**src/verilog/iec_pkg.sv**
```systemverilog
// iec_pkg: register map, field layout and reset values of the event status block.
// assumes a 32-bit word-addressed register bus with byte addresses on the port.
package iec_pkg;

    localparam int ADDR_W   = 8;
    localparam int DATA_W   = 32;
    localparam int EV_W     = 12;
    localparam int THR_W    = 8;
    localparam int ABORT_W  = 17;

    typedef logic [ADDR_W-1:0] iec_addr_t;
    typedef logic [EV_W-1:0]   iec_ev_t;
    typedef logic [THR_W-1:0]  iec_thr_t;

    // register byte offsets
    localparam iec_addr_t OFF_MASKED     = 8'h2c;
    localparam iec_addr_t OFF_MASK       = 8'h30;
    localparam iec_addr_t OFF_RAW        = 8'h34;
    localparam iec_addr_t OFF_RX_THR     = 8'h38;
    localparam iec_addr_t OFF_TX_THR     = 8'h3c;
    localparam iec_addr_t OFF_CLR_ALL    = 8'h40;
    localparam iec_addr_t OFF_CLR_RXUND  = 8'h44;
    localparam iec_addr_t OFF_CLR_RXOVR  = 8'h48;
    localparam iec_addr_t OFF_CLR_TXOVR  = 8'h4c;
    localparam iec_addr_t OFF_CLR_RDREQ  = 8'h50;
    localparam iec_addr_t OFF_CLR_ABORT  = 8'h54;
    localparam iec_addr_t OFF_CLR_NACK   = 8'h58;
    localparam iec_addr_t OFF_CLR_ACT    = 8'h5c;
    localparam iec_addr_t OFF_CLR_STOP   = 8'h60;
    localparam iec_addr_t OFF_CLR_START  = 8'h64;
    localparam iec_addr_t OFF_ABORT_SRC  = 8'h80;

    // event bit positions
    localparam int EV_RX_UNDER  = 0;
    localparam int EV_RX_OVER   = 1;
    localparam int EV_RX_LEVEL  = 2;
    localparam int EV_TX_OVER   = 3;
    localparam int EV_TX_LEVEL  = 4;
    localparam int EV_RD_REQ    = 5;
    localparam int EV_ABORT     = 6;
    localparam int EV_NACK      = 7;
    localparam int EV_ACTIVITY  = 8;
    localparam int EV_STOP      = 9;
    localparam int EV_START     = 10;
    localparam int EV_BCAST     = 11;

    // bits that follow a level instead of latching
    localparam iec_ev_t LEVEL_BITS = 12'h014;

    // reset values
    localparam iec_ev_t  MASK_RST = 12'h8ff;
    localparam iec_thr_t THR_RST  = 8'h00;

    // mask byte lanes
    localparam int MASK_LO_W = 8;

endpackage : iec_pkg
```
**src/verilog/iec_event_ctrl.sv**
```systemverilog
// iec_event_ctrl: latched event status, per-event mask, fifo thresholds and
// clear-on-read registers of a two-wire serial bus controller, on Avalon-MM.
// assumes event pulses and fifo levels come from logic on mclk_in; the bus
// lines scl_in and sda_in are asynchronous and are resynchronised here.
//
// Summary of operation
// - one read-write mask bit per event; overflow and underflow masks reset to one
// - bit 11 latches when a broadcast address is received and acknowledged
// - bit 10 latches on every start or repeated start seen on the bus
// - bit 9 latches on every stop seen on the bus
// - bit 8 latches bus activity and stays until cleared
// - bit 7 latches when a remote master refuses a byte we sent as slave
// - bit 6 latches when a transmission aborts
// - bit 5 latches when a remote master reads from us as slave
// - bit 4 is high while transmit fifo level is at or below threshold
// - bit 3 latches on a command write into a full transmit fifo
// - bit 2 is high while receive fifo level reaches the receive threshold
// - bit 1 latches when a byte arrives at a full receive fifo
// - bit 0 latches when software reads data with the receive fifo empty
// - 8-bit receive and transmit thresholds at 0x38 and 0x3c, reset zero
// - reading clear-all clears every latched event (activity only when the bus is idle) and the abort source
// - reads of 0x44, 0x48, 0x4c clear underflow, overflow, transmit overflow
// - reads of 0x50 and 0x58 clear read request and slave nack
// - read of 0x54 clears abort event and abort source register
// - read of 0x5c clears activity only when the bus is idle
// - reads of 0x60 and 0x64 clear stop and start events
// - masked status at 0x2c is raw status gated by mask, same bits
`timescale 1ns/10ps
module iec_event_ctrl
    import iec_pkg::*;
#(
    parameter int LEVEL_W = 8
) (
    input  wire logic               mclk_in,
    input  wire logic               rst_in,
    input  wire logic [ADDR_W-1:0]  avs_address_in,
    input  wire logic               avs_read_in,
    input  wire logic               avs_write_in,
    input  wire logic [DATA_W-1:0]  avs_writedata_in,
    input  wire logic [3:0]         avs_byteenable_in,
    output logic      [DATA_W-1:0]  avs_readdata_out,
    output logic                    avs_waitrequest_out,
    input  wire logic               scl_in,
    input  wire logic               sda_in,
    input  wire logic               broadcast_addr_hit_in,
    input  wire logic               bus_active_in,
    input  wire logic               slave_tx_nack_in,
    input  wire logic               transmit_abort_in,
    input  wire logic [ABORT_W-1:0] abort_reason_in,
    input  wire logic               read_request_in,
    input  wire logic               tx_cmd_when_full_in,
    input  wire logic               rx_byte_when_full_in,
    input  wire logic               rx_read_when_empty_in,
    input  wire logic [LEVEL_W-1:0] tx_level_in,
    input  wire logic [LEVEL_W-1:0] rx_level_in,
    output logic                    interrupt_out
);

    generate
        if (LEVEL_W < 1 || LEVEL_W > THR_W) begin : g_bad_level
            $error("iec_event_ctrl: LEVEL_W must lie between 1 and THR_W");
        end
    endgenerate

    function automatic logic iec_hit(input iec_addr_t addr, input iec_addr_t off);
        iec_hit = (addr[ADDR_W-1:2] == off[ADDR_W-1:2]);
    endfunction : iec_hit

    // bus line resynchronisers
    logic [2:0] scl_sync;
    logic [2:0] sda_sync;
    logic       scl_fil;
    logic       sda_fil;

    always_ff @(posedge mclk_in or posedge rst_in) begin
        if (rst_in) begin
            scl_sync <= 3'h7;
            sda_sync <= 3'h7;
        end else begin
            scl_sync <= {scl_sync[1:0], scl_in};
            sda_sync <= {sda_sync[1:0], sda_in};
        end
    end

    // a change is accepted only once stages two and three agree
    wire next_scl_fil = (scl_sync[1] == scl_sync[2]) ? scl_sync[2] : scl_fil;
    wire next_sda_fil = (sda_sync[1] == sda_sync[2]) ? sda_sync[2] : sda_fil;

    always_ff @(posedge mclk_in or posedge rst_in) begin
        if (rst_in) begin
            scl_fil <= 1'b1;
            sda_fil <= 1'b1;
        end else begin
            scl_fil <= next_scl_fil;
            sda_fil <= next_sda_fil;
        end
    end

    // data moving while clock stays high marks a start or a stop
    wire scl_high_hold = scl_fil & next_scl_fil;
    wire start_seen    = scl_high_hold & sda_fil & ~next_sda_fil;
    wire stop_seen     = scl_high_hold & ~sda_fil & next_sda_fil;

    // bus slave: one wait cycle, then the access completes
    logic [DATA_W-1:0]  rd_data;
    iec_ev_t            raw_event_status;
    iec_ev_t            event_mask;
    iec_thr_t           receive_threshold;
    iec_thr_t           transmit_threshold;
    logic [ABORT_W-1:0] abort_source_register;

    wire     bus_req      = avs_read_in | avs_write_in;
    wire     bus_accept   = bus_req & ~avs_waitrequest_out;
    wire     rd_accept    = avs_read_in & ~avs_waitrequest_out;
    wire     wr_accept    = avs_write_in & ~avs_waitrequest_out;
    wire     snap_rd      = avs_read_in & avs_waitrequest_out;
    wire     next_waitreq = ~(bus_req & avs_waitrequest_out);

    wire iec_ev_t masked_event_status = raw_event_status & event_mask;

    assign rd_data =
        iec_hit(avs_address_in, OFF_MASKED)    ? DATA_W'(masked_event_status)   :
        iec_hit(avs_address_in, OFF_RAW)       ? DATA_W'(raw_event_status)      :
        iec_hit(avs_address_in, OFF_MASK)      ? DATA_W'(event_mask)            :
        iec_hit(avs_address_in, OFF_RX_THR)    ? DATA_W'(receive_threshold)     :
        iec_hit(avs_address_in, OFF_TX_THR)    ? DATA_W'(transmit_threshold)    :
        iec_hit(avs_address_in, OFF_ABORT_SRC) ? DATA_W'(abort_source_register) :
        '0;  // clear registers and unmapped words read as zero

    always_ff @(posedge mclk_in or posedge rst_in) begin
        if (rst_in) begin
            avs_waitrequest_out <= 1'b1;
            avs_readdata_out    <= '0;
        end else begin
            avs_waitrequest_out <= next_waitreq;
            if (snap_rd) begin
                avs_readdata_out <= rd_data;
            end
        end
    end

    // register writes take effect at the completing edge only
    wire wr_mask   = wr_accept & iec_hit(avs_address_in, OFF_MASK);
    wire wr_rx_thr = wr_accept & iec_hit(avs_address_in, OFF_RX_THR) & avs_byteenable_in[0];
    wire wr_tx_thr = wr_accept & iec_hit(avs_address_in, OFF_TX_THR) & avs_byteenable_in[0];

    wire iec_ev_t next_event_mask = {
        avs_byteenable_in[1] & wr_mask ? avs_writedata_in[EV_W-1:MASK_LO_W]
                                       : event_mask[EV_W-1:MASK_LO_W],
        avs_byteenable_in[0] & wr_mask ? avs_writedata_in[MASK_LO_W-1:0]
                                       : event_mask[MASK_LO_W-1:0]};

    always_ff @(posedge mclk_in or posedge rst_in) begin
        if (rst_in) begin
            event_mask         <= MASK_RST;
            receive_threshold  <= THR_RST;
            transmit_threshold <= THR_RST;
        end else begin
            event_mask <= next_event_mask;
            if (wr_rx_thr) begin
                receive_threshold <= avs_writedata_in[THR_W-1:0];
            end
            if (wr_tx_thr) begin
                transmit_threshold <= avs_writedata_in[THR_W-1:0];
            end
        end
    end

    // clear-on-read decode; side effects happen only at the completing edge
    wire clr_all   = rd_accept & iec_hit(avs_address_in, OFF_CLR_ALL);
    wire clr_rxund = rd_accept & iec_hit(avs_address_in, OFF_CLR_RXUND);
    wire clr_rxovr = rd_accept & iec_hit(avs_address_in, OFF_CLR_RXOVR);
    wire clr_txovr = rd_accept & iec_hit(avs_address_in, OFF_CLR_TXOVR);
    wire clr_rdreq = rd_accept & iec_hit(avs_address_in, OFF_CLR_RDREQ);
    wire clr_abort = rd_accept & iec_hit(avs_address_in, OFF_CLR_ABORT);
    wire clr_nack  = rd_accept & iec_hit(avs_address_in, OFF_CLR_NACK);
    wire clr_act   = rd_accept & iec_hit(avs_address_in, OFF_CLR_ACT);
    wire clr_stop  = rd_accept & iec_hit(avs_address_in, OFF_CLR_STOP);
    wire clr_start = rd_accept & iec_hit(avs_address_in, OFF_CLR_START);

    // nets, since each bit has its own continuous driver
    wire iec_ev_t ev_set;
    wire iec_ev_t ev_clr;
    wire iec_ev_t next_raw;

    wire iec_thr_t tx_level_ext = iec_thr_t'(tx_level_in);
    wire iec_thr_t rx_level_ext = iec_thr_t'(rx_level_in);

    assign ev_set[EV_RX_UNDER] = rx_read_when_empty_in;
    assign ev_set[EV_RX_OVER]  = rx_byte_when_full_in;
    assign ev_set[EV_RX_LEVEL] = rx_level_ext >= receive_threshold;
    assign ev_set[EV_TX_OVER]  = tx_cmd_when_full_in;
    assign ev_set[EV_TX_LEVEL] = tx_level_ext <= transmit_threshold;
    assign ev_set[EV_RD_REQ]   = read_request_in;
    assign ev_set[EV_ABORT]    = transmit_abort_in;
    assign ev_set[EV_NACK]     = slave_tx_nack_in;
    assign ev_set[EV_ACTIVITY] = bus_active_in;
    assign ev_set[EV_STOP]     = stop_seen;
    assign ev_set[EV_START]    = start_seen;
    assign ev_set[EV_BCAST]    = broadcast_addr_hit_in;

    assign ev_clr[EV_RX_UNDER] = clr_all | clr_rxund;
    assign ev_clr[EV_RX_OVER]  = clr_all | clr_rxovr;
    assign ev_clr[EV_RX_LEVEL] = 1'b0;
    assign ev_clr[EV_TX_OVER]  = clr_all | clr_txovr;
    assign ev_clr[EV_TX_LEVEL] = 1'b0;
    assign ev_clr[EV_RD_REQ]   = clr_all | clr_rdreq;
    assign ev_clr[EV_ABORT]    = clr_all | clr_abort;
    assign ev_clr[EV_NACK]     = clr_all | clr_nack;
    // an active bus keeps the activity bit through any clear
    assign ev_clr[EV_ACTIVITY] = (clr_all | clr_act) & ~bus_active_in;
    assign ev_clr[EV_STOP]     = clr_all | clr_stop;
    assign ev_clr[EV_START]    = clr_all | clr_start;
    assign ev_clr[EV_BCAST]    = clr_all;

    // latched bits: a set in the clearing cycle wins; level bits just follow
    genvar gi;
    generate
        for (gi = 0; gi < EV_W; gi++) begin : g_event
            if (LEVEL_BITS[gi]) begin : g_level
                assign next_raw[gi] = ev_set[gi];
            end else begin : g_sticky
                assign next_raw[gi] = ev_set[gi] | (raw_event_status[gi] & ~ev_clr[gi]);
            end
        end
    endgenerate

    // reason bits gather with each abort; clearing with a new abort keeps the new reasons
    wire clr_src = clr_all | clr_abort;
    wire [ABORT_W-1:0] next_abort_src =
        (clr_src ? '0 : abort_source_register) |
        (transmit_abort_in ? abort_reason_in : '0);

    // interrupt follows the next state so it lines up with the status bits
    wire next_interrupt = |(next_raw & next_event_mask);

    always_ff @(posedge mclk_in or posedge rst_in) begin
        if (rst_in) begin
            raw_event_status      <= '0;
            abort_source_register <= '0;
            interrupt_out         <= 1'b0;
        end else begin
            raw_event_status      <= next_raw;
            abort_source_register <= next_abort_src;
            interrupt_out         <= next_interrupt;
        end
    end
endmodule : iec_event_ctrl

```
**config.mk**
```make
export PLATFORM = sky130hd
export DESIGN_NAME = iec_event_ctrl
export DESIGN_NICKNAME = d
export VERILOG_FILES = /design/src/verilog/iec_pkg.sv /design/src/verilog/iec_event_ctrl.sv
export SDC_FILE = /design/constraint.sdc
export NUM_CORES = 1
export LEC_CHECK = 0
export BUFFER_PORTS_ARGS = -buffer_cell sky130_fd_sc_hd__buf_2
export CORE_ASPECT_RATIO = 0.75
export CORE_MARGIN = 10
export CORE_UTILIZATION = 40
export DETAILED_ROUTE_END_ITERATION = 12
export GPL_TIMING_DRIVEN = 0
export HOLD_SLACK_MARGIN = 0.1
export PLACE_DENSITY = 0.76
export SYNTH_ARGS = -nofsm -noshare
export SYNTH_HDL_FRONTEND = slang
export SYNTH_SLANG_ARGS = --single-unit
```
**constraint.sdc**
```tcl
create_clock -name mclk_in -period 2.3 [get_ports mclk_in]
set_input_delay 0.115 -clock mclk_in [delete_from_list [all_inputs] [get_ports mclk_in]]
set_output_delay 0.115 -clock mclk_in [all_outputs]
set_load 0.02 [all_outputs]
```
==> results.yml <==
detailed_routing:
  detail_route.wirelength.met1_mm: 6.02
  route.detailed.vias_per_inst: 5.24
  met2_length_mm: 5.51
  final_antenna_net_count: 0
  met3_length_um: 866
  via_count: 3659
  drt_first_iter_violations: 361
  top_layer_used: "met4"
  drc: 0
  wirelength_per_cell_um: 18.0
  postRouteWirelength_mm: 12.5
  iteration_count_of_the_initial_detailed_routing_pass: 6
finish:
  finish.instance_area_um2: 5590
  layout-area-overhead-vs-synth_pct: 33.6
  insertedDiodeCount: 0
  n_fill_cell: 957
  final_std_cells_w_o_fill: 698
  drive_above_1_share: 0.281
  final_util: 0.546
  final_nets: 664
timing:
  setup_repair_after_global_routing_missed_its_margin: "false"
  clock_skew_ps: 5.58
  final-hold-violation-count: 0
  timing.final.crit_share: 0.965
  maxClockFrequency_mhz: 450
  setup_viol: 0
  worst_slew_pin_slew_ps: 787
  maxSlewHeadroom: 0.468
  finalMaxSlewViolations: 0
  layout_min_cycle_time_ps: 2220
worst_setup_path:
  timing.critical_path.from: "avs_address_in[3]"
  criticalPathCategory: "in2reg"
  slowest_cell_on_crit_path: "sky130_fd_sc_hd__clkbuf_1"
  crit_path_end_kind: "register"
  critical_path.cell_chain: "buf_2, buf_1, nand2_1, nor4_1, clkbuf_1, nor2_1, o221ai_1, o21ai_0"
  timing.rr.start: "avs_waitrequest_out"
  worstSetupStartpointType: "input pin"
  worst_ep_arrival_time_ps: 2410
  crit_path_max_fanout: 10
  crit_path_max_incr_delay_ps: 490
  worst_ep_required_time_ps: 2490
pwr:
  p_per_area_nw_per_um2: 633
  power_frac_clock: 0.391
  power_leakage_nw: 2.66
  design_power_total_w: 0.00354
  switchingPower_w: 0.000896
  share_comb_of_total_power: 0.151
  p_int_w: 0.00265
  p_seq_frac: 0.458
  sw_ratio: 0.253
  irDropWorstVdd_mv: 0.381
place:
  io_port_bufs: 83
  gp_congestion: 0.885
  dp.final_hpwl_mm: 9.65
  post_dp_cell_area_um2: 4850
  numPlacedInstances: 640
global_routing:
  gr-total-overflow: 0
  grt_pass1_wl_mm: 20.5
  number_of_global_route_vias_before_repair: 3852
  antenna_found_initial: 0
  grt.total_usage: 0.168
  grt_start_max_net_pins: 79
floorplanning:
  initial_core_util: 0.408
  chipHeight_um: 109
  count_of_pins_on_the_block_boundary: 125
  std_cell_rows: 32
  design.die.area_um2: 15000
  floorplan.die.width_um: 138
  core_um2: 10200
clock_network:
  cts_tree: "yes"
  clock_tree.htree_level_count: 3
  cts.reportedPaths.clkPinSlew_ps: 60
  cts.path.max_buffers: 2
  cts.sink_count: 84
  clk_root_buffer_cell: "sky130_fd_sc_hd__clkbuf_16"
  worstSkewPairLatency_ps: 330
  cts_made_buffers: 9
outcome:
  result_of_the_run: "completed"
synth:
  synth.yosys.seq_area_share: 0.508
  ys_ff_latch: 84
  postSynthAreaPerCell_um2: 10.3
  synth_mux_area_frac: 0.0442
  synth_edf_count: 0
  ys_warn_count: 0
  main_combinational_cell_family_by_area_after_synthesis: "compound AO/OA/AOI/OAI gates"
  dominant_synthesized_flop_cell: "sky130_fd_sc_hd__dfrtp_1"
  fraction_of_the_mapped_netlist_area_in_compound_gates: 0.201
  synthesis.instances: 406
  netlist-cell-type-count: 51
  post_synth_and_or_nand_nor_area_fraction: 0.126
  synth_fa_ha_area_frac: 0.0478
  mappedNetlistArea_um2: 4190
  yosys.area_share.xor_xnor: 0.00628
  async_flop_share: 1.00
job:
  max-cap-violations: 0
hold_path:
  hold_path_class: "in2async"
## critical path: cells and delay by family
family | cells | cell delay (ps)
buffers and inverters | 3 | 1070
AOI/OAI and AO/OA | 2 | 410
and+or+nand+nor | 3 | 810
## power groups by stage
stage                     registers, W  clock network (W)  logic (W)
after global routing           0.00163            0.00148   0.000595
final                          0.00162            0.00138   0.000536
after global placement         0.00164                  0   0.000446
after detailed placement       0.00165                  0   0.000471
after CTS                      0.00162            0.00142   0.000531
after floorplan                0.00166                  0   0.000261
## sequential cells by signal, indices dropped and copies added, names as in the netlist
| register | cells |
|---|---|
| receive_threshold | 8 |
| transmit_threshold | 8 |
| avs_waitrequest_out | 1 |
| abort_source_register | 17 |
| scl_sync | 3 |
| raw_event_status | 12 |
| scl_fil | 1 |
| avs_readdata_out | 17 |
| event_mask | 12 |
| interrupt_out | 1 |
| sda_fil | 1 |
| sda_sync | 3 |
## layout by cell type (no fill, tap or decap), drive strengths merged, types with 3 or more instances in the layout
cell,instances
buf,105
dfrtp,66
nand2,61
o21ai,48
dlygate4sd3,41
clkbuf,27
a22o,21
inv,21
dfstp,18
ha,16
conb,15
mux2,14
a21o,12
nor2,12
nand2b,5
a21oi,5
a221oi,5
o22ai,4
o31ai,4
a32oi,4
o41ai,4
or4,4
nor3,3
o21a,3
xor2,3
nand4,3
nor2b,3
a222oi,3
clkinv,3
## worst paths after layout
check / end / slack, ps / cells after the start
worst min register to register: scl_sync[1] / 360 / 0
worst min-delay path: abort_source_register[0] / 210 / 3
min in group mclk_in: raw_event_status[4] / 210 / 4
worst max-delay path: avs_readdata_out[6] / 80 / 8
worst max register to register: interrupt_out / 110 / 7
max in group asynchronous: avs_waitrequest_out / 1450 / 4
## cell families after synthesis
logic type      Yosys count
compound gates          122
xor+xnor                  3
fa+ha+maj                16
buf+inv                  57
flops                    84
mux                      16
other cells               1
simple gates            107
## area by class of cell
cell class	count	area (um^2)	area share
clock inverter	5	52.6	0.00940
sequential	84	2120	0.380
multi-input combinational	279	1860	0.333
clock buffer	11	233	0.0416
inverter	21	81.3	0.0145
timing repair buffer	127	868	0.155
tap	136	170	0.0304
buffer	35	203	0.0362
## routing by layer
layer | GRT usage | up-vias
li1 | - | 1735
met1 | 0.231 | 1758
met2 | 0.260 | 147
met3 | 0.0429 | 19
met4 | 0.0383 | 0
met5 | 0 | -
## cell usage after synthesis (3+ instances only)
master	instances	area [um^2]
sky130_fd_sc_hd__dfrtp_1	66	1650
sky130_fd_sc_hd__nand2_1	61	229
sky130_fd_sc_hd__o21ai_0	48	240
sky130_fd_sc_hd__a22o_1	21	184
sky130_fd_sc_hd__inv_1	21	78.8
sky130_fd_sc_hd__clkbuf_1	18	67.6
sky130_fd_sc_hd__dfstp_2	18	473
sky130_fd_sc_hd__ha_1	16	200
sky130_fd_sc_hd__buf_4	15	113
sky130_fd_sc_hd__a21o_1	12	90.1
sky130_fd_sc_hd__mux2_2	12	135
sky130_fd_sc_hd__nor2_1	12	45.0
sky130_fd_sc_hd__a21oi_1	5	25.0
sky130_fd_sc_hd__nand2b_1	5	31.3
sky130_fd_sc_hd__a221oi_1	4	35.0
sky130_fd_sc_hd__a32oi_1	4	35.0
sky130_fd_sc_hd__o22ai_1	4	25.0
sky130_fd_sc_hd__o31ai_1	4	30.0
sky130_fd_sc_hd__o41ai_1	4	35.0
sky130_fd_sc_hd__a222oi_1	3	30.0
sky130_fd_sc_hd__nand4_1	3	18.8
sky130_fd_sc_hd__nor2b_1	3	18.8
sky130_fd_sc_hd__nor3_1	3	15.0
sky130_fd_sc_hd__o21a_1	3	22.5
sky130_fd_sc_hd__or4_1	3	22.5
sky130_fd_sc_hd__xor2_1	3	26.3
## stage by stage
| step | worst slack [ps] | TNS [ps] | hold slack (ps) |
|---|---|---|---|
| 3_3_place_gp | -796 | -52960 | 222 |
| 2_1_floorplan | 49.6 | 0 | 119 |
| 3_5_place_dp | -250 | -533 | 15.4 |
| 4_1_cts | 35.1 | 0 | 205 |
| 6_report | 79.5 | 0 | 209 |
| 5_1_grt | 0.948 | 0 | 228 |
## timing repair
item	in CTS	in global routing
pin swaps	0	4
hold endpoints to repair	120	0
endpoints found under the setup margin	11	1
setup buffers	1	1
resized for setup	2	8
hold buffers	41	0
(Power assumes the default switching activity.)
